--- config.mk ---
export PLATFORM = sky130hd
export DESIGN_NAME = quasi_resonant_switch_timing
export DESIGN_NICKNAME = d
export VERILOG_FILES = /design/src/rtl/qr_timing_pkg.sv /design/src/rtl/quasi_resonant_switch_timing.sv /design/src/rtl/qr_down_counter.sv
export SDC_FILE = /design/constraint.sdc
export NUM_CORES = 1
export LEC_CHECK = 0
export ABC_AREA = 1
export BUFFER_PORTS_ARGS = -buffer_cell sky130_fd_sc_hd__buf_2
export CAP_MARGIN = 0
export CORE_MARGIN = 2
export CORE_UTILIZATION = 56
export CTS_CLUSTER_DIAMETER = 100
export CTS_CLUSTER_SIZE = 14
export DETAILED_ROUTE_END_ITERATION = 8
export GPL_ROUTABILITY_DRIVEN = 0
export MAX_ROUTING_LAYER = met4
export PLACE_DENSITY = 0.76
export SKIP_LAST_GASP = 1
export SLEW_MARGIN = 20
export SYNTH_ARGS = -nofsm -noshare
export SYNTH_HDL_FRONTEND = slang
export SYNTH_SLANG_ARGS = --single-unit
--- constraint.sdc ---
create_clock -name ref_clk -period 1.81 [get_ports ref_clk]
set_clock_uncertainty 0.05 [all_clocks]
set_input_delay 0 -clock ref_clk [delete_from_list [all_inputs] [get_ports ref_clk]]
set_output_delay 0 -clock ref_clk [all_outputs]
set_load 0.005 [all_outputs]
--- src/rtl/qr_timing_pkg.sv ---
// constants and types for the valley-switching turn-on timing block
// assumes a single 50 MHz clock; analog comparators arrive as synchronous levels
//
// Contract
// - below off threshold: stop switching, no restart (code: only with powerDown; without it, halt and auto-restart)
// - after fault halt; restart-level charge at reduced current
// - auto-restart resumes at supply on threshold
// - falling trigger edge turns switch on after delay
// - trigger accepted only after arming rising edge
// - blanking after turn-off ignores arm and trigger
// - oscillator caps frequency, resynced at turn-on
// - turn on at first valid edge after period
// - early edges ignored, later ringing edges re-evaluated
// - long blanking extends inhibit beyond period
// - two blanking lengths chosen by strobe sample
// - short blank above 1 V, long below
// - no arming by period end: fall to starter
// - starter frequency until arming, then valley locked
// - burst mode at very light load
// - trigger to turn-on delay 300 ns
package qr_timing_pkg;
  localparam int CLK_MHZ          = 50;
  localparam int DELAY_NS         = 300;
  localparam int BLANK_SHORT_NS   = 2500;
  localparam int BLANK_LONG_NS    = 6300;
  localparam int OSC_LOW_KHZ      = 136;
  localparam int OSC_HIGH_KHZ     = 225;
  localparam int STARTER_KHZ      = 22;
  localparam int STROBE_NS        = 1000;
  localparam int CNT_W            = 12;
  // least times round up, period rounds down
  localparam logic [CNT_W-1:0] DELAY_CYC =
    CNT_W'((DELAY_NS * CLK_MHZ + 999) / 1000);
  localparam logic [CNT_W-1:0] BLANK_SHORT_CYC =
    CNT_W'((BLANK_SHORT_NS * CLK_MHZ + 999) / 1000);
  localparam logic [CNT_W-1:0] BLANK_LONG_CYC =
    CNT_W'((BLANK_LONG_NS * CLK_MHZ + 999) / 1000);
  localparam logic [CNT_W-1:0] STROBE_CYC =
    CNT_W'((STROBE_NS * CLK_MHZ + 999) / 1000);
  localparam logic [CNT_W-1:0] OSC_LOW_CYC  = CNT_W'((CLK_MHZ * 1000) / OSC_LOW_KHZ);
  localparam logic [CNT_W-1:0] OSC_HIGH_CYC = CNT_W'((CLK_MHZ * 1000) / OSC_HIGH_KHZ);
  localparam logic [CNT_W-1:0] STARTER_CYC  = CNT_W'((CLK_MHZ * 1000) / STARTER_KHZ);
  localparam logic [CNT_W-1:0] CNT_ZERO     = 12'h000;
  localparam logic [CNT_W-1:0] CNT_ONE      = 12'h001;

  typedef enum logic [3:0] {
    ST_HALT    = 4'h1,
    ST_RECHG   = 4'h2,
    ST_RUN     = 4'h4,
    ST_DOWN    = 4'h8
  } supply_state_t;
endpackage

--- src/rtl/quasi_resonant_switch_timing.sv ---
// turn-on timing, blanking, valley skipping, starter and supply sequencing
// assumes comparator inputs are clean synchronous levels from the analog front end
`timescale 1ns/1ps
module quasi_resonant_switch_timing (
  // clock and reset
  input  wire logic ref_clk,
  input  wire logic sys_rst,
  // variant strap: high selects the fast oscillator
  input  wire logic highFreqVariant,
  // supply and input comparators
  input  wire logic belowSupplyOff,
  input  wire logic belowSupplyRestart,
  input  wire logic aboveSupplyOn,
  input  wire logic aboveStartInput,
  input  wire logic faultTrip,
  input  wire logic powerDown,
  // demag sense comparators
  input  wire logic aboveArmThreshold,
  input  wire logic aboveTriggerThreshold,
  input  wire logic aboveOneVolt,
  // feedback: burst request from light-load detect
  input  wire logic burstRequest,
  // switch control is the pwm turn-off request
  input  wire logic turnOffRequest,
  // outputs
  output logic      switchOn,
  output logic      chargeReducedEn,
  output logic      valleyMode,
  output logic      longBlankSel
);
  import qr_timing_pkg::*;

  typedef struct packed {
    supply_state_t    sup;
    logic             on;
    logic             armed;
    logic             valley;
    logic             longBlank;
    logic             armPrev;
    logic             trigPrev;
    logic             pending;
    logic [CNT_W-1:0] delayCnt;
    logic [CNT_W-1:0] blankCnt;
    logic [CNT_W-1:0] strobeCnt;
    logic             strobeDone;
    logic             started;
    logic             armSeen;
  } core_state_t;

  core_state_t st_ff;
  core_state_t nxt_st;

  logic oscDone;
  logic oscLoad;
  logic stDone;
  logic turnOn;
  logic turnOff;
  logic blanking;
  logic armRise;
  logic trigFall;
  logic running;
  logic stopping;
  logic [CNT_W-1:0] oscPeriod;

  ////////////////////////////////////////////////////////////////////////
  // oscillator and starter period counters, both restarted at turn-on
  assign oscPeriod = highFreqVariant ? OSC_HIGH_CYC : OSC_LOW_CYC;
  assign oscLoad   = turnOn;

  qr_down_counter u_osc (
    .ref_clk   (ref_clk),
    .sys_rst   (sys_rst),
    .load      (oscLoad),
    .loadValue (oscPeriod),
    .done      (oscDone)
  );

  qr_down_counter u_starter (
    .ref_clk   (ref_clk),
    .sys_rst   (sys_rst),
    .load      (oscLoad),
    .loadValue (STARTER_CYC),
    .done      (stDone)
  );

  ////////////////////////////////////////////////////////////////////////
  // edge detection on the sense comparators
  assign running  = (st_ff.sup == ST_RUN);
  // a fault or low supply seen this edge stops the gate at once, not one cycle late
  assign stopping = running && (faultTrip || belowSupplyOff);
  assign blanking = (st_ff.blankCnt != CNT_ZERO);
  // no arming outside run or on a turn-on edge, so a starter pulse never looks locked
  assign armRise  = aboveArmThreshold && !st_ff.armPrev && !blanking && !st_ff.on
                    && running && !turnOn;
  assign trigFall = !aboveTriggerThreshold && st_ff.trigPrev && !blanking && !st_ff.on;
  assign turnOff  = st_ff.on && (turnOffRequest || !running || stopping);

  // turn-on: delayed valley edge, starter tick when not locked, or at once for the first pulse after entering run
  // blanking still active keeps turn-on back even after the period ends
  always_comb begin
    turnOn = 1'b0;
    if (running && !stopping && !st_ff.on && !blanking && !burstRequest) begin
      if (st_ff.pending && st_ff.delayCnt == CNT_ZERO) begin
        turnOn = 1'b1;
      end else if (!st_ff.valley && stDone) begin
        turnOn = 1'b1;
      end else if (!st_ff.started) begin
        turnOn = 1'b1;
      end
    end
  end

  ////////////////////////////////////////////////////////////////////////
  // next-state logic
  always_comb begin
    nxt_st          = st_ff;
    nxt_st.armPrev  = aboveArmThreshold;
    nxt_st.trigPrev = aboveTriggerThreshold;
    if (st_ff.delayCnt != CNT_ZERO) begin
      nxt_st.delayCnt = st_ff.delayCnt - CNT_ONE;
    end
    if (st_ff.blankCnt != CNT_ZERO) begin
      nxt_st.blankCnt = st_ff.blankCnt - CNT_ONE;
    end
    // supply sequencing
    unique case (st_ff.sup)
      ST_RUN: begin
        if (powerDown && belowSupplyOff) begin
          nxt_st.sup = ST_DOWN;
        end else if (faultTrip || belowSupplyOff) begin
          nxt_st.sup = ST_HALT;
        end
      end
      ST_HALT: begin
        if (belowSupplyRestart && aboveStartInput) begin
          nxt_st.sup = ST_RECHG;
        end
      end
      ST_RECHG: begin
        if (aboveSupplyOn) begin
          nxt_st.sup     = ST_RUN;
          nxt_st.started = 1'b0;
          nxt_st.valley  = 1'b0;
        end
      end
      ST_DOWN: begin
        nxt_st.sup = ST_DOWN;
      end
    endcase
    // arming and trigger acceptance
    if (armRise) begin
      nxt_st.armed  = 1'b1;
      nxt_st.valley = 1'b1;
    end
    if (trigFall && st_ff.armed) begin
      nxt_st.armed = 1'b0;
      if (oscDone && !st_ff.pending) begin
        nxt_st.pending  = 1'b1;
        nxt_st.delayCnt = DELAY_CYC;
      end
    end
    // arm-level sense anywhere in the off-time shows a live winding; a level, not an
    // edge, so a valley lost to blanking or an ignored edge does not drop the lock
    if (!st_ff.on && aboveArmThreshold) begin
      nxt_st.armSeen = 1'b1;
    end
    // period over without arming: back to starter
    if (oscDone && !st_ff.on && !st_ff.armSeen && !st_ff.pending && !blanking) begin
      nxt_st.valley = 1'b0;
    end
    // strobe sample picks next blanking length once per cycle
    if (!st_ff.on && !st_ff.strobeDone) begin
      if (st_ff.strobeCnt == CNT_ZERO) begin
        nxt_st.longBlank  = !aboveOneVolt;
        nxt_st.strobeDone = 1'b1;
      end else begin
        nxt_st.strobeCnt = st_ff.strobeCnt - CNT_ONE;
      end
    end
    if (turnOn) begin
      nxt_st.on      = 1'b1;
      nxt_st.pending = 1'b0;
      nxt_st.started = 1'b1;
      nxt_st.armSeen = 1'b0;
    end
    if (turnOff) begin
      nxt_st.on         = 1'b0;
      nxt_st.armed      = 1'b0;
      nxt_st.pending    = 1'b0;
      nxt_st.blankCnt   = st_ff.longBlank ? BLANK_LONG_CYC : BLANK_SHORT_CYC;
      nxt_st.strobeCnt  = STROBE_CYC;
      nxt_st.strobeDone = 1'b0;
    end
    // burst drops a waiting trigger: the next turn-on waits for a fresh valley
    if (!running || burstRequest) begin
      nxt_st.pending = 1'b0;
      nxt_st.armed   = 1'b0;
    end
  end

  // state register; start in recharge waiting for the on threshold
  always_ff @(posedge ref_clk or posedge sys_rst) begin
    if (sys_rst) begin
      st_ff           <= '0;
      st_ff.sup       <= ST_RECHG;
      st_ff.longBlank <= 1'b1;
      st_ff.strobeDone <= 1'b1;
    end else begin
      st_ff <= nxt_st;
    end
  end

  assign switchOn        = st_ff.on;
  assign chargeReducedEn = (st_ff.sup == ST_RECHG);
  assign valleyMode      = st_ff.valley;
  assign longBlankSel    = st_ff.longBlank;

  ////////////////////////////////////////////////////////////////////////
  // checks
  chk_down_no_drive: assert property (@(posedge ref_clk) disable iff (sys_rst)
    st_ff.sup == ST_DOWN |-> !switchOn ##1 (st_ff.sup == ST_DOWN))
    else $error("switch driven or left power-down");
  chk_restart_charge: assert property (@(posedge ref_clk) disable iff (sys_rst)
    st_ff.sup == ST_HALT && belowSupplyRestart && aboveStartInput |=> chargeReducedEn)
    else $error("reduced charge not enabled");
  chk_resume_on: assert property (@(posedge ref_clk) disable iff (sys_rst)
    st_ff.sup == ST_RECHG && aboveSupplyOn |=> running)
    else $error("no resume at on threshold");
  chk_delay_turnon: assert property (@(posedge ref_clk) disable iff (sys_rst)
    $rose(st_ff.pending) |-> !switchOn [*8])
    else $error("turn-on before delay");
  chk_blank_quiet: assert property (@(posedge ref_clk) disable iff (sys_rst)
    $fell(switchOn) |=> !switchOn [*8])
    else $error("turn-on during blanking");
  chk_arm_cleared: assert property (@(posedge ref_clk) disable iff (sys_rst)
    turnOff |=> !st_ff.armed)
    else $error("armed survives turn-off");
  chk_early_ignore: assert property (@(posedge ref_clk) disable iff (sys_rst)
    trigFall && !oscDone && !st_ff.pending |=> !st_ff.pending)
    else $error("early edge accepted");
  chk_blank_select: assert property (@(posedge ref_clk) disable iff (sys_rst)
    !st_ff.on && !st_ff.strobeDone && st_ff.strobeCnt == CNT_ZERO
    |=> longBlankSel == !$past(aboveOneVolt))
    else $error("wrong blanking length");
endmodule

--- src/rtl/qr_down_counter.sv ---
// loadable down counter with a done flag
// assumes load and count never needed in the same cycle beyond load priority
`timescale 1ns/1ps
module qr_down_counter (
  // clock and reset
  input  wire logic                           ref_clk,
  input  wire logic                           sys_rst,
  // control
  input  wire logic                           load,
  input  wire logic [qr_timing_pkg::CNT_W-1:0] loadValue,
  // status
  output logic                                done
);
  import qr_timing_pkg::*;

  typedef struct packed {
    logic [CNT_W-1:0] cnt;
  } cnt_state_t;

  cnt_state_t st_ff;
  cnt_state_t nxt_st;

  // count to zero, reload wins
  always_comb begin
    nxt_st = st_ff;
    if (load) begin
      nxt_st.cnt = loadValue;
    end else if (st_ff.cnt != CNT_ZERO) begin
      nxt_st.cnt = st_ff.cnt - CNT_ONE;
    end
  end

  always_ff @(posedge ref_clk or posedge sys_rst) begin
    if (sys_rst) begin
      st_ff <= '0;
    end else begin
      st_ff <= nxt_st;
    end
  end

  assign done = (st_ff.cnt == CNT_ZERO);
endmodule

======== Yosys cells after proc, flatten, opt, wreduce, memory -nomap -nowiden ========
Index checks and enable logic that the tools add are counted.
word-level totals
  flip-flop bits (word level) ............. 74
  input bits .............................. 14
  logic and storage cells ................. 137
operators by class
  $add $sub $neg .......................... 5
  equal/unequal tests ..................... 8
  mux-type cells .......................... 36
  reductions and logical operators ........ 72
operators with widths
  cell                                                   number
  2-to-1 mux 12 bit                                      7
  subtractor 12 x 1 -> 12 bit, second input constant     5
  zero test 12 bit                                       4
  nonzero test 12 bit                                    4
  2-to-1 mux 13 bit                                      3
  logical AND 1 bit                                      26
  2-to-1 mux 25 bit                                      1
  2-to-1 mux 9 bit                                       2
  nonzero test 2 bit                                     9
  2-to-1 mux 4 bit                                       4
  one-hot mux 4 bit (4 select lines)                     1
  2-to-1 mux 1 bit                                       15
  zero test 1 bit                                        13
  AND reduction 2 bit                                    6
  nonzero test 4 bit                                     3
  2-to-1 mux 2 bit                                       3
  inequality test 2 bit, second input constant           3
  nonzero test 3 bit                                     2
  == test 4 x 1 -> 1 bit, second input constant          1
  == test 4 x 2 -> 1 bit, second input constant          1
  == test 4 x 3 -> 1 bit, second input constant          1
  == test 4 bit, second input constant                   1
  logical OR 1 bit                                       4
  inequality test 3 x 1 -> 1 bit, second input constant  1
  AND reduction 3 bit                                    1

======== Logic depth before layout (Yosys ltp) ========
Gate-level depths: netlist of run 1.
  depth after elaboration ................. 14
  mapped depth ............................ 11
  gate-level depth less buffers ........... 11

======== Cells and area by module ========
Synthesis of run 1 repeated with hierarchy kept, for this count alone.
unflattened totals
  cells, all modules ...................... 621
  area total of the unflattened synthesis .. 4,616.9 um2
by module, submodules not included
  module                        times used  cells each  area an instance (um2)  sequential area each (um2)
  quasi_resonant_switch_timing  1           371         2,820.2                 1,255.0
  qr_down_counter               2           125         898.4                   300.3

======== Least setup slack after synthesis of run 1 ========
OpenSTA, ideal clock, no wires.
  kind .................................... register -> register
  start ................................... register st_ff[15] in the netlist's numbering
  end ..................................... register st_ff[37] in the netlist's numbering
  library setup time ...................... 0.120 ns
  arrival time ............................ 1.412 ns
  required time ........................... 1.640 ns
  path slack .............................. 0.228 ns
  stages on the path, launching flop included .. 10
  clock period less this slack ............ 1.582 ns
  cell sequence ........................... dfrtp_1 inv_1 ha_1 nand2_1 nor3_1 nand2_1 nor2_1 nand3_2 nand2_1 nor2_1
RTL lines
  element                 RTL line                             RTL
  start, declared         quasi_resonant_switch_timing.sv:50   core_state_t st_ff;
  start signal, assigned  quasi_resonant_switch_timing.sv:209  st_ff <= nxt_st;

======== Worst setup path after layout of run 1 ========
  start ................................... register st_ff[46] in the netlist's numbering
  end ..................................... register st_ff[16] in the netlist's numbering
between the ends
  cells in the longest elaborated chain, start to end .. 6
ends and longest elaborated chain
  element                                                         RTL line                            RTL
  == test 4 x 3 -> 1 bit *                                        quasi_resonant_switch_timing.sv:88  assign running = (st_ff.sup == ST_RUN);
  zero test 1 bit                                                 quasi_resonant_switch_timing.sv:96  assign turnOff = st_ff.on && (turnOffRequest || !running || stopping);
  logical OR 1 bit                                                quasi_resonant_switch_timing.sv:96
  logical OR 1 bit *                                              quasi_resonant_switch_timing.sv:96
  logical AND 1 bit *                                             quasi_resonant_switch_timing.sv:96
  2-to-1 mux 25 bit / nonzero test 2 bit (equally long branches)  --
Mark *: on every way between the ends. The rest lies on a longest branch, timed or not.
A chain may end at the register's enable or synchronous reset.

==> flow_summary.yaml, run 1 <==
status:
  status: "complete, no violations"
sta:
  hold_viol: 0
  worst_pin_slew_ps: 425.1
  fmax_mhz: 578.7
  layout_min_cycle_time_ps: 1728
  rsz0062_at_grt: "yes"
  max_slew_margin_pct: 71.44
  post-route-period-util_pct: 95.47
  hold_slack_ps: 29.70
  setup_viol: 0
  maxSlewViolCount: 0
route:
  wire_per_inst_um: 13.18
  avgViaCountPerCell: 5.315
  firstDrtPassIters: 5
  routed_wl_mm: 9.463
  drt-initial-drc-count: 269
  drcViolationCount: 0
  ant_nets: 0
  num_vias: 3816
cells_and_area:
  syn2layout_area_growth_pct: 18.59
  utilization_pct: 68.75
  antennaDiodeCount: 0
  final_nets: 636
  sequential_cell_area_mm2: 0.001857
  fillCellCount: 604
  drive_above_1_share_pct: 17.61
  multi_input_area_mm2: 0.002176
hold_path:
  min_from: "belowSupplyRestart"
  hold_path_depth: 4
  hp-class: "in -> reg"
  hold_end: "st_ff[47]"
cts:
  cts_buffers: 9
  cts_sinks: 74
  root_buffer: "clkbuf_8"
  htree_levels: 3
  cts_buffer_depth: 2
  clk_pin_slew_worst_paths_ps: 80
  clock_latency_ps: 360
  cts_tree: "yes"
pwr:
  power_frac_clock_pct: 36.5
  power-per-cell-area_mw_per_mm2: 631.2
  power_leakage_nw: 2.395
  seqPwrFrac_pct: 55.1
  p_sw_mw: 0.8547
  internal-power_mw: 2.310
  switching_share_pct: 27.01
  combPwrFrac_pct: 8.4
  ir_drop_mv: 0.4329
synth:
  syn_inst: 556
  yosysTopAreaCell: "dfrtp_1"
  syn_area_mm2: 0.004228
  syn_avg_cell_area_um2: 7.604
  ys_seq_area_share_pct: 43.89
  ys_types: 32
  yosys.area.top_type_share_pct: 42.02
  synth_nets: 578
  synth.ff_latch_count: 74
  synthTopCellsByArea: "dfrtp_1 42%, nand2_1 10%, nor2_1 7.7%, inv_1 7.1%, nand3_1 5.9%"
  yosys_warnings: 0
global_route:
  use_met3_pct: 3.339
  use_met2_pct: 41.36
  grt_remaining_overflow: 0
  grt.total_usage_pct: 23.86
  grt_max_degree: 75
  grt_pass1_wl_mm: 15.56
  grt_use_met1_pct: 27.75
  grt_antenna_before_repair: 0
  busiest_layer: "met2"
  first_global_vias: 3675
floorplan:
  die_area_mm2: 0.008261
  die_h_um: 90.89
  core.rowCount: 31
  io_pins: 18
  core_mm2: 0.007292
  die_w_um: 90.89
  initial_core_util_pct: 57.98
job:
  max_cap_viol_count: 0
worst_setup_path:
  cp.required_ps: 2010
  crit_arrival_ps: 1930
  crit_chain: "nor2_2 > nand2_2 > nor2_4 > nand2_2 > o21ai_4 > buf_4 > nand2_1 > nand3_1 > nand2_1"
  start_kind: "flip-flop"
  path_buf_inv: 1
  r2r_end: "st_ff[16]"
  path_max_fanout: 8
  critPathSlowestCell: "dfrtp_1"
  reg2reg_depth: 9
  slowest_delay_ps: 410
  end_kind: "flip-flop"
  path_class: "reg -> reg"
  r2r_slack_ps: 80
  crit_family: "simple AND/OR/NAND/NOR gates"
  r2r-start: "st_ff[46]"
placement:
  io_buffer_count: 17
  hpwl_mm: 6.342
[per-layer routing]
metal	up-vias	share of wire, %
met2	66	51
met1	1837	44
met3	23	2.5
met4	0	2.3
li1	1890	-
met5	-	0
[worst reg2reg max path: stages, from the launching register on]
cell and delay (ps):
dfrtp_1 410, nor2_2 180, nand2_2 100, nor2_4 130, nand2_2 110, o21ai_4 270
buf_4 210, nand2_1 60, nand3_1 70, nand2_1 50
[flip-flops by register name, summed over array words and instances, names as in the netlist]
register and flops:
switchOn 1, u_osc.st_ff 12, valleyMode 1, u_starter.st_ff 12, longBlankSel 1, st_ff 47
[worst max-delay path by stage]
stage,cells after the start,slack [ps],end,from
2_1_floorplan,9,230,st_ff[37],st_ff[15]
3_3_place_gp,9,110,u_osc.st_ff[9],st_ff[16]
3_5_place_dp,9,10,u_osc.st_ff[9],st_ff[16]
4_1_cts,9,20,st_ff[37],st_ff[16]
5_1_grt,9,-30,st_ff[16],st_ff[46]
6_report,9,80,st_ff[16],st_ff[46]
[synth_stat cells, drive strengths merged]
library cell and n:
nand4 10, o21a 1, xnor2 2, buf 3, nand2 119, o211ai 6, a21oi 14, o21ai 29
dfstp 3, o31ai 1, inv 82, ha 8, and2 1, nor2 96, or2 5, a21o 1
nand3 52, nor3 25, nand3b 4, dfrtp 71, xor2 23
[metrics by stage]
stage          area, um2  power (mW)  worst slack [ps]  std cells  TNS [ps]
2_1_floorplan       4232       1.913             228.0        556         0
3_3_place_gp        4491       1.979             110.8        678         0
3_5_place_dp        4491       1.994             9.933        678         0
4_1_cts             4788       3.173             16.28        707         0
5_1_grt             5014       3.294            -28.54        718    -236.8
6_report            5014       3.164             82.00        718         0
[kinds of logic after synthesis]
kind of cell | after synthesis | synth area share, %
AO/OA/AOI/OAI | 52 | 7.044
flip-flops | 74 | 43.89
AND/OR/NAND/NOR | 312 | 33.53
buffers and inverters | 85 | 7.991
adder cells (fa/ha/maj) | 8 | 2.368
XOR/XNOR | 25 | 5.179
[cell type report]
class | instances | share of cell area, %
multi-input cells | 399 | 43.40
flip-flops and latches | 74 | 37.04
repair buffers | 48 | 7.537
inverters | 82 | 6.214
clock buffers | 10 | 2.546
well taps | 99 | 2.471
clock inverters | 6 | 0.7986
[cells in the final DEF, fill, tap and decap left out, drive strengths merged, types with 6 or more instances in the layout]
master | synthesis | routed
ha | 8 | 8
inv | 82 | 83
nand4 | 10 | 10
nand3 | 52 | 52
o211ai | 6 | 6
clkbuf | 0 | 10
dlygate4sd3 | 0 | 14
xor2 | 23 | 23
a21oi | 14 | 14
dfrtp | 71 | 71
o21ai | 29 | 29
nor2 | 96 | 96
nand2 | 119 | 121
nor3 | 25 | 25
buf | 3 | 34
[power groups by stage]
stage	combinational, mW	sequential [mW]	clock, mW
3_3_place_gp	0.214	1.77	0
4_1_cts	0.260	1.74	1.18
2_1_floorplan	0.153	1.76	0
6_report	0.265	1.74	1.15
3_5_place_dp	0.226	1.77	0
5_1_grt	0.305	1.75	1.24
[what timing repair did]
action,CTS,global route
setup buffers,0,8
pin swaps,0,8
gates resized for setup,1,34
endpoints found under the hold margin,86,3
hold buffers,13,1
endpoints found under the setup margin,2,44
cloned,0,2
Note: power is estimated with default switching activity, not from simulation.
==> run 2, diff against run 1 <==
- CTS_BUF_LIST: not set -> sky130_fd_sc_hd__clkbuf_8 sky130_fd_sc_hd__clkbuf_16
==> run 2 against run 1 <==
  * Maximum frequency unchanged
  * Count of clock-buffer cells in the layout fell by 1
  * Sequential share of layout area is the same
  * Via count about the same
  * First-iteration DRC count grew 0.37%
==> flow_summary.yaml, run 2 (synthesized netlist as in run 1, its figures left out) <==
cells_and_area:
  fin_area_mm2: 0.005014
  syn2layout_area_growth_pct: 18.59
  layout_common_cells: "109 x nand2_1, 83 x nor2_1, 75 x inv_1"
  antennaDiodeCount: 0
  layout_commonest_cell: "nand2_1"
  final_nets: 636
  drive_above_1_share_pct: 17.61
  sequential_cell_area_mm2: 0.001857
  fin_cells: 718
  largestRegisters: "st_ff x47, u_osc.st_ff x12, u_starter.st_ff x12"
  largest_register_ffs: 47
  multi_input_area_mm2: 0.002176
  registers.top_by_ff_count: "st_ff"
  fillCellCount: 604
floorplan:
  io_pins: 18
  core_mm2: 0.007292
  die_w_um: 90.89
  initial_core_util_pct: 57.98
  die_area_mm2: 0.008261
  die_h_um: 90.89
  core.rowCount: 31
sta:
  layout_min_cycle_time_ps: 1728
  worst_pin_slew_ps: 425.1
  maxSlewViolCount: 0
  max_slew_margin_pct: 71.44
  rsz0062_at_grt: "yes"
  hold_viol: 0
  post-route-period-util_pct: 95.47
  fin_ws_ps: 82.00
  setup_viol: 0
  fmax_mhz: 578.7
cts:
  htree_levels: 3
  cts_buffer_depth: 2
  root_buffer: "clkbuf_8"
  cts_sinks: 74
  cts_buffers: 9
  clock_latency_ps: 360
  cts_tree: "yes"
  clk_pin_slew_worst_paths_ps: 80
pwr:
  power-per-cell-area_mw_per_mm2: 629.9
  ir_drop_mv: 0.4329
  switching_share_pct: 27.04
  internal-power_mw: 2.304
  power_frac_clock_pct: 36.4
  power_leakage_nw: 2.399
  seqPwrFrac_pct: 55.2
  combPwrFrac_pct: 8.4
  p_sw_mw: 0.8540
worst_setup_path:
  path_class: "reg -> reg"
  cp-startpoint: "st_ff[46]"
  start_kind: "flip-flop"
  reg2reg_depth: 9
  end_kind: "flip-flop"
  path_max_fanout: 8
  cp.required_ps: 2010
  r2r-start: "st_ff[46]"
  crit_arrival_ps: 1930
route:
  firstDrtPassIters: 5
  drt-initial-drc-count: 270
  wire_per_inst_um: 13.18
  avgViaCountPerCell: 5.316
  drcViolationCount: 0
  num_vias: 3817
  ant_nets: 0
  routed_wl_mm: 9.462
placement:
  dp_slack_ps: 9.933
  dp.cells: 678
  dpl_cell_area_mm2: 0.004491
  hpwl_mm: 6.342
  io_buffer_count: 17
global_route:
  grt_max_degree: 75
  first_global_vias: 3675
  grt_antenna_before_repair: 0
  grt_remaining_overflow: 0
  grt_pass1_wl_mm: 15.56
  grt.total_usage_pct: 23.86
hold_path:
  min_from: "belowSupplyRestart"
  hold_path_depth: 4
  hp-class: "in -> reg"
job:
  max_cap_viol_count: 0
status:
  status: "complete, no violations"
## run 2: critical path: stages (launching register included)
cell	delay, ps
dfrtp_1	410
nor2_2	180
nand2_2	100
nor2_4	130
nand2_2	100
o21ai_4	270
buf_4	210
nand2_1	60
nand3_1	70
nand2_1	50
## run 2: power groups by stage
stage	clock, mW	combinational [mW]	sequential (mW)
floorplan	0	0.153	1.76
global placement	0	0.214	1.77
detailed placement	0	0.226	1.77
CTS	1.17	0.260	1.74
global route	1.23	0.305	1.75
finish	1.15	0.265	1.74
## run 2: cell type report
class                           count  area share, %
Clock buffer                        9          2.471
Clock inverter                      7         0.8735
Inverter                           82          6.214
Multi-Input combinational cell    399          43.40
Sequential cell                    74          37.04
Tap cell                           99          2.471
Timing Repair Buffer               48          7.537
## run 2: worst paths after layout
check                            end  slack, ps
min in group asynchronous  st_ff[20]        230
max                        st_ff[16]         80
max in group asynchronous  st_ff[47]       1160
min reg2reg                 st_ff[2]        410
max reg2reg                st_ff[16]         80
min                        st_ff[47]         30
## run 2: stage by stage
step	utilization (%)	TNS, ps	hold slack [ps]	power (mW)
global placement	61.58	0	72.28	1.979
finish	68.75	0	29.84	3.158
detailed placement	61.58	0	72.80	1.994
global route	68.75	-238.0	73.78	3.288
CTS	65.67	0	0.3411	3.168
floorplan	-	0	-18.57	1.913
## run 2: metal layers
layer / vias to the layer above / track usage (%) / wire length [um]
li1: 1890 / - / -
met4: 0 / 10.35 / 222
met3: 23 / 3.339 / 237
met2: 66 / 41.36 / 4857
met5: - / - / 0
met1: 1838 / 27.75 / 4145
## run 2: what timing repair did
item | CTS | global route
cloned | 0 | 2
endpoints found under the hold margin | 86 | 3
pin swaps | 0 | 8
resized for setup | 1 | 34
buffers inserted | 0 | 8
endpoints found under the setup margin | 2 | 44
hold buffers | 13 | 1
==> run 3, diff against run 2 <==
--- a/config.mk
+++ b/config.mk
@@ -8,5 +8,5 @@
 export ABC_AREA = 1
 export BUFFER_PORTS_ARGS = -buffer_cell sky130_fd_sc_hd__buf_2
-export CAP_MARGIN = 0
+export CAP_MARGIN = 25
 export CORE_MARGIN = 2
 export CORE_UTILIZATION = 56
==> constraint.sdc (replaced) <==
create_clock -name ref_clk -period 1.81 [get_ports ref_clk]
set_clock_uncertainty 0.05 [all_clocks]
set_input_delay 0.0905 -clock ref_clk [delete_from_list [all_inputs] [get_ports ref_clk]]
set_output_delay 0.0905 -clock ref_clk [all_outputs]
set_load 0.005 [all_outputs]
==> run 3 against run 2 <==
  * The run now ends with negative setup slack left
  * Clock power increased by 11%
  * Wire length about the same
  * Maximum frequency decreased by 4.9%
  * First-iteration DRC count decreased by 10%
  * Sequential power about the same
  * Die area unchanged
  * Core utilization decreased by 0.86 points
  * Critical path depth decreased by 1
  * Non-clock buffer count decreased by 7
  * Flip-flop and latch count unchanged
  * Count of clock-buffer cells in the layout increased by 1
  * Hold slack got worse by 20 ps
  * Highest routed layer unchanged
==> flow_summary.yaml, run 3 (synthesized netlist as in run 1, its figures left out) <==
worst_setup_path:
  slowest_delay_ps: 430
  crit_chain: "nor2_4 > nand2_2 > nor3_4 > nand2_2 > nor2_4 > nand2_8 > buf_8 > o21a_1"
  critPathSlowestCell: "dfrtp_1"
  start_kind: "flip-flop"
  path_max_fanout: 7
  end_kind: "flip-flop"
  path_class: "reg -> reg"
  cp.required_ps: 1990
  crit_arrival_ps: 2000
cells_and_area:
  syn2layout_area_growth_pct: 17.11
  fin_area_mm2: 0.004951
  layout_common_cells: "107 x nand2_1, 83 x nor2_1, 75 x inv_1"
  drive_above_1_share_pct: 17.68
  utilization_pct: 67.90
  antennaDiodeCount: 0
  final_nets: 628
  largest_register_ffs: 47
  registers.top_by_ff_count: "st_ff"
  largestRegisters: "st_ff x47, u_osc.st_ff x12, u_starter.st_ff x12"
  layout_commonest_cell: "nand2_1"
sta:
  maxSlewViolCount: 0
  fmax_mhz: 550.1
  worst_pin_slew_ps: 457.2
  layout_min_cycle_time_ps: 1818
  fin_ws_ps: -7.960
  setup_viol: 1
  fin_setup_tns_ps: -7.960
  hold_viol: 0
  max_slew_margin_pct: 69.29
  post-route-period-util_pct: 100.4
  rsz0062_at_grt: "yes"
pwr:
  power-per-cell-area_mw_per_mm2: 654.8
  power_mw: 3.242
  ir_drop_mv: 0.4938
  power_leakage_nw: 2.396
global_route:
  grt_remaining_overflow: 0
  grt_antenna_before_repair: 0
  first_global_vias: 3567
  grt.total_usage_pct: 23.44
  grt_pass1_wl_mm: 15.61
  grt_max_degree: 75
route:
  routed_wl_mm: 9.454
  firstDrtPassIters: 5
  avgViaCountPerCell: 5.361
  ant_nets: 0
  wire_per_inst_um: 13.32
  drt-initial-drc-count: 242
  drcViolationCount: 0
  num_vias: 3806
cts:
  cts_buffer_depth: 2
  cts_tree: "yes"
  htree_levels: 3
  clk_pin_slew_worst_paths_ps: 80
  cts_sinks: 74
  root_buffer: "clkbuf_8"
  cts_buffers: 9
  clock_latency_ps: 340
status:
  status: "finished, violations left"
  violations: "negative setup slack"
floorplan:
  die_area_mm2: 0.008261
  die_h_um: 90.89
  core_mm2: 0.007292
  core.rowCount: 31
  die_w_um: 90.89
  io_pins: 18
  initial_core_util_pct: 57.98
placement:
  dpl_cell_area_mm2: 0.004491
  hpwl_mm: 6.400
  io_buffer_count: 17
job:
  max_cap_viol_count: 0
hold_path:
  hp-class: "in -> reg"
-- run 3: cell types whose count changed in the layout (fill, tap and decap cells not counted), moves of 2 or more --
cell | previous run | this run
nand2_1 | 109 | 107
inv_6 | 2 | 0
dlygate4sd3_1 | 14 | 7
nand2_4 | 3 | 1
nand2_2 | 8 | 11
-- run 3: power breakdown --
part | internal [mW] | total [mW] | switching, mW
Clock | 0.665 | 1.28 | 0.611
Sequential | 1.70 | 1.74 | 0.0390
Combinational | 0.0875 | 0.230 | 0.142
-- run 3: what timing repair did --
item                       in CTS  in global routing
gates resized for setup         1                 33
hold buffers                    7                  0
pin swaps                       0                 10
buffers inserted                0                  7
cloned                          0                  2
setup endpoints to repair       6                 43
hold endpoints to repair       76                  0
-- run 3: routing by layer --
metal,global-route usage [%],share of wire [%],vias up
met1,28.92,43,1799
met4,8.460,2.9,0
met5,-,0,-
li1,-,-,1866
met3,2.838,4.1,26
met2,39.93,50,115
-- run 3: final timing paths --
check | start | endpoint | slack (ps) | cells after the start
worst max-delay path | st_ff[20] | u_starter.st_ff[1] | -8 | 8
worst min-delay path | aboveStartInput | st_ff[46] | 10 | 3
worst max register to register | st_ff[20] | u_starter.st_ff[1] | -8 | 8
worst min register to register | st_ff[2] | st_ff[2] | 410 | 2
max in group asynchronous | sys_rst | longBlankSel | 1040 | 4
min in group asynchronous | sys_rst | st_ff[24] | 330 | 4
-- run 3: layout make-up --
class / instances / area [um2]
Clock inverter: 6 / 57.56
Tap cell: 99 / 123.9
Multi-Input combinational cell: 398 / 2143
Sequential cell: 74 / 1857
Inverter: 82 / 311.5
Fill cell: 612 / 2341
Timing Repair Buffer: 41 / 320.3
Clock buffer: 10 / 137.6
-- run 3: through the flow --
step	hold slack [ps]	setup slack (ps)	cells
finish	10.17	-7.960	710
global route	45.58	-91.30	710
CTS	6.132	7.891	701
detailed placement	168.9	22.52	678
global placement	162.4	97.88	678
floorplan	71.93	228.0	556
-- run 3: critical path, delay by kind of cell, from the launching register on --
family | cells | cell delay, ps
AND/OR/NAND/NOR | 6 | 980
buffers and inverters | 1 | 160
flip-flops | 1 | 430
AO/OA/AOI/OAI | 1 | 90
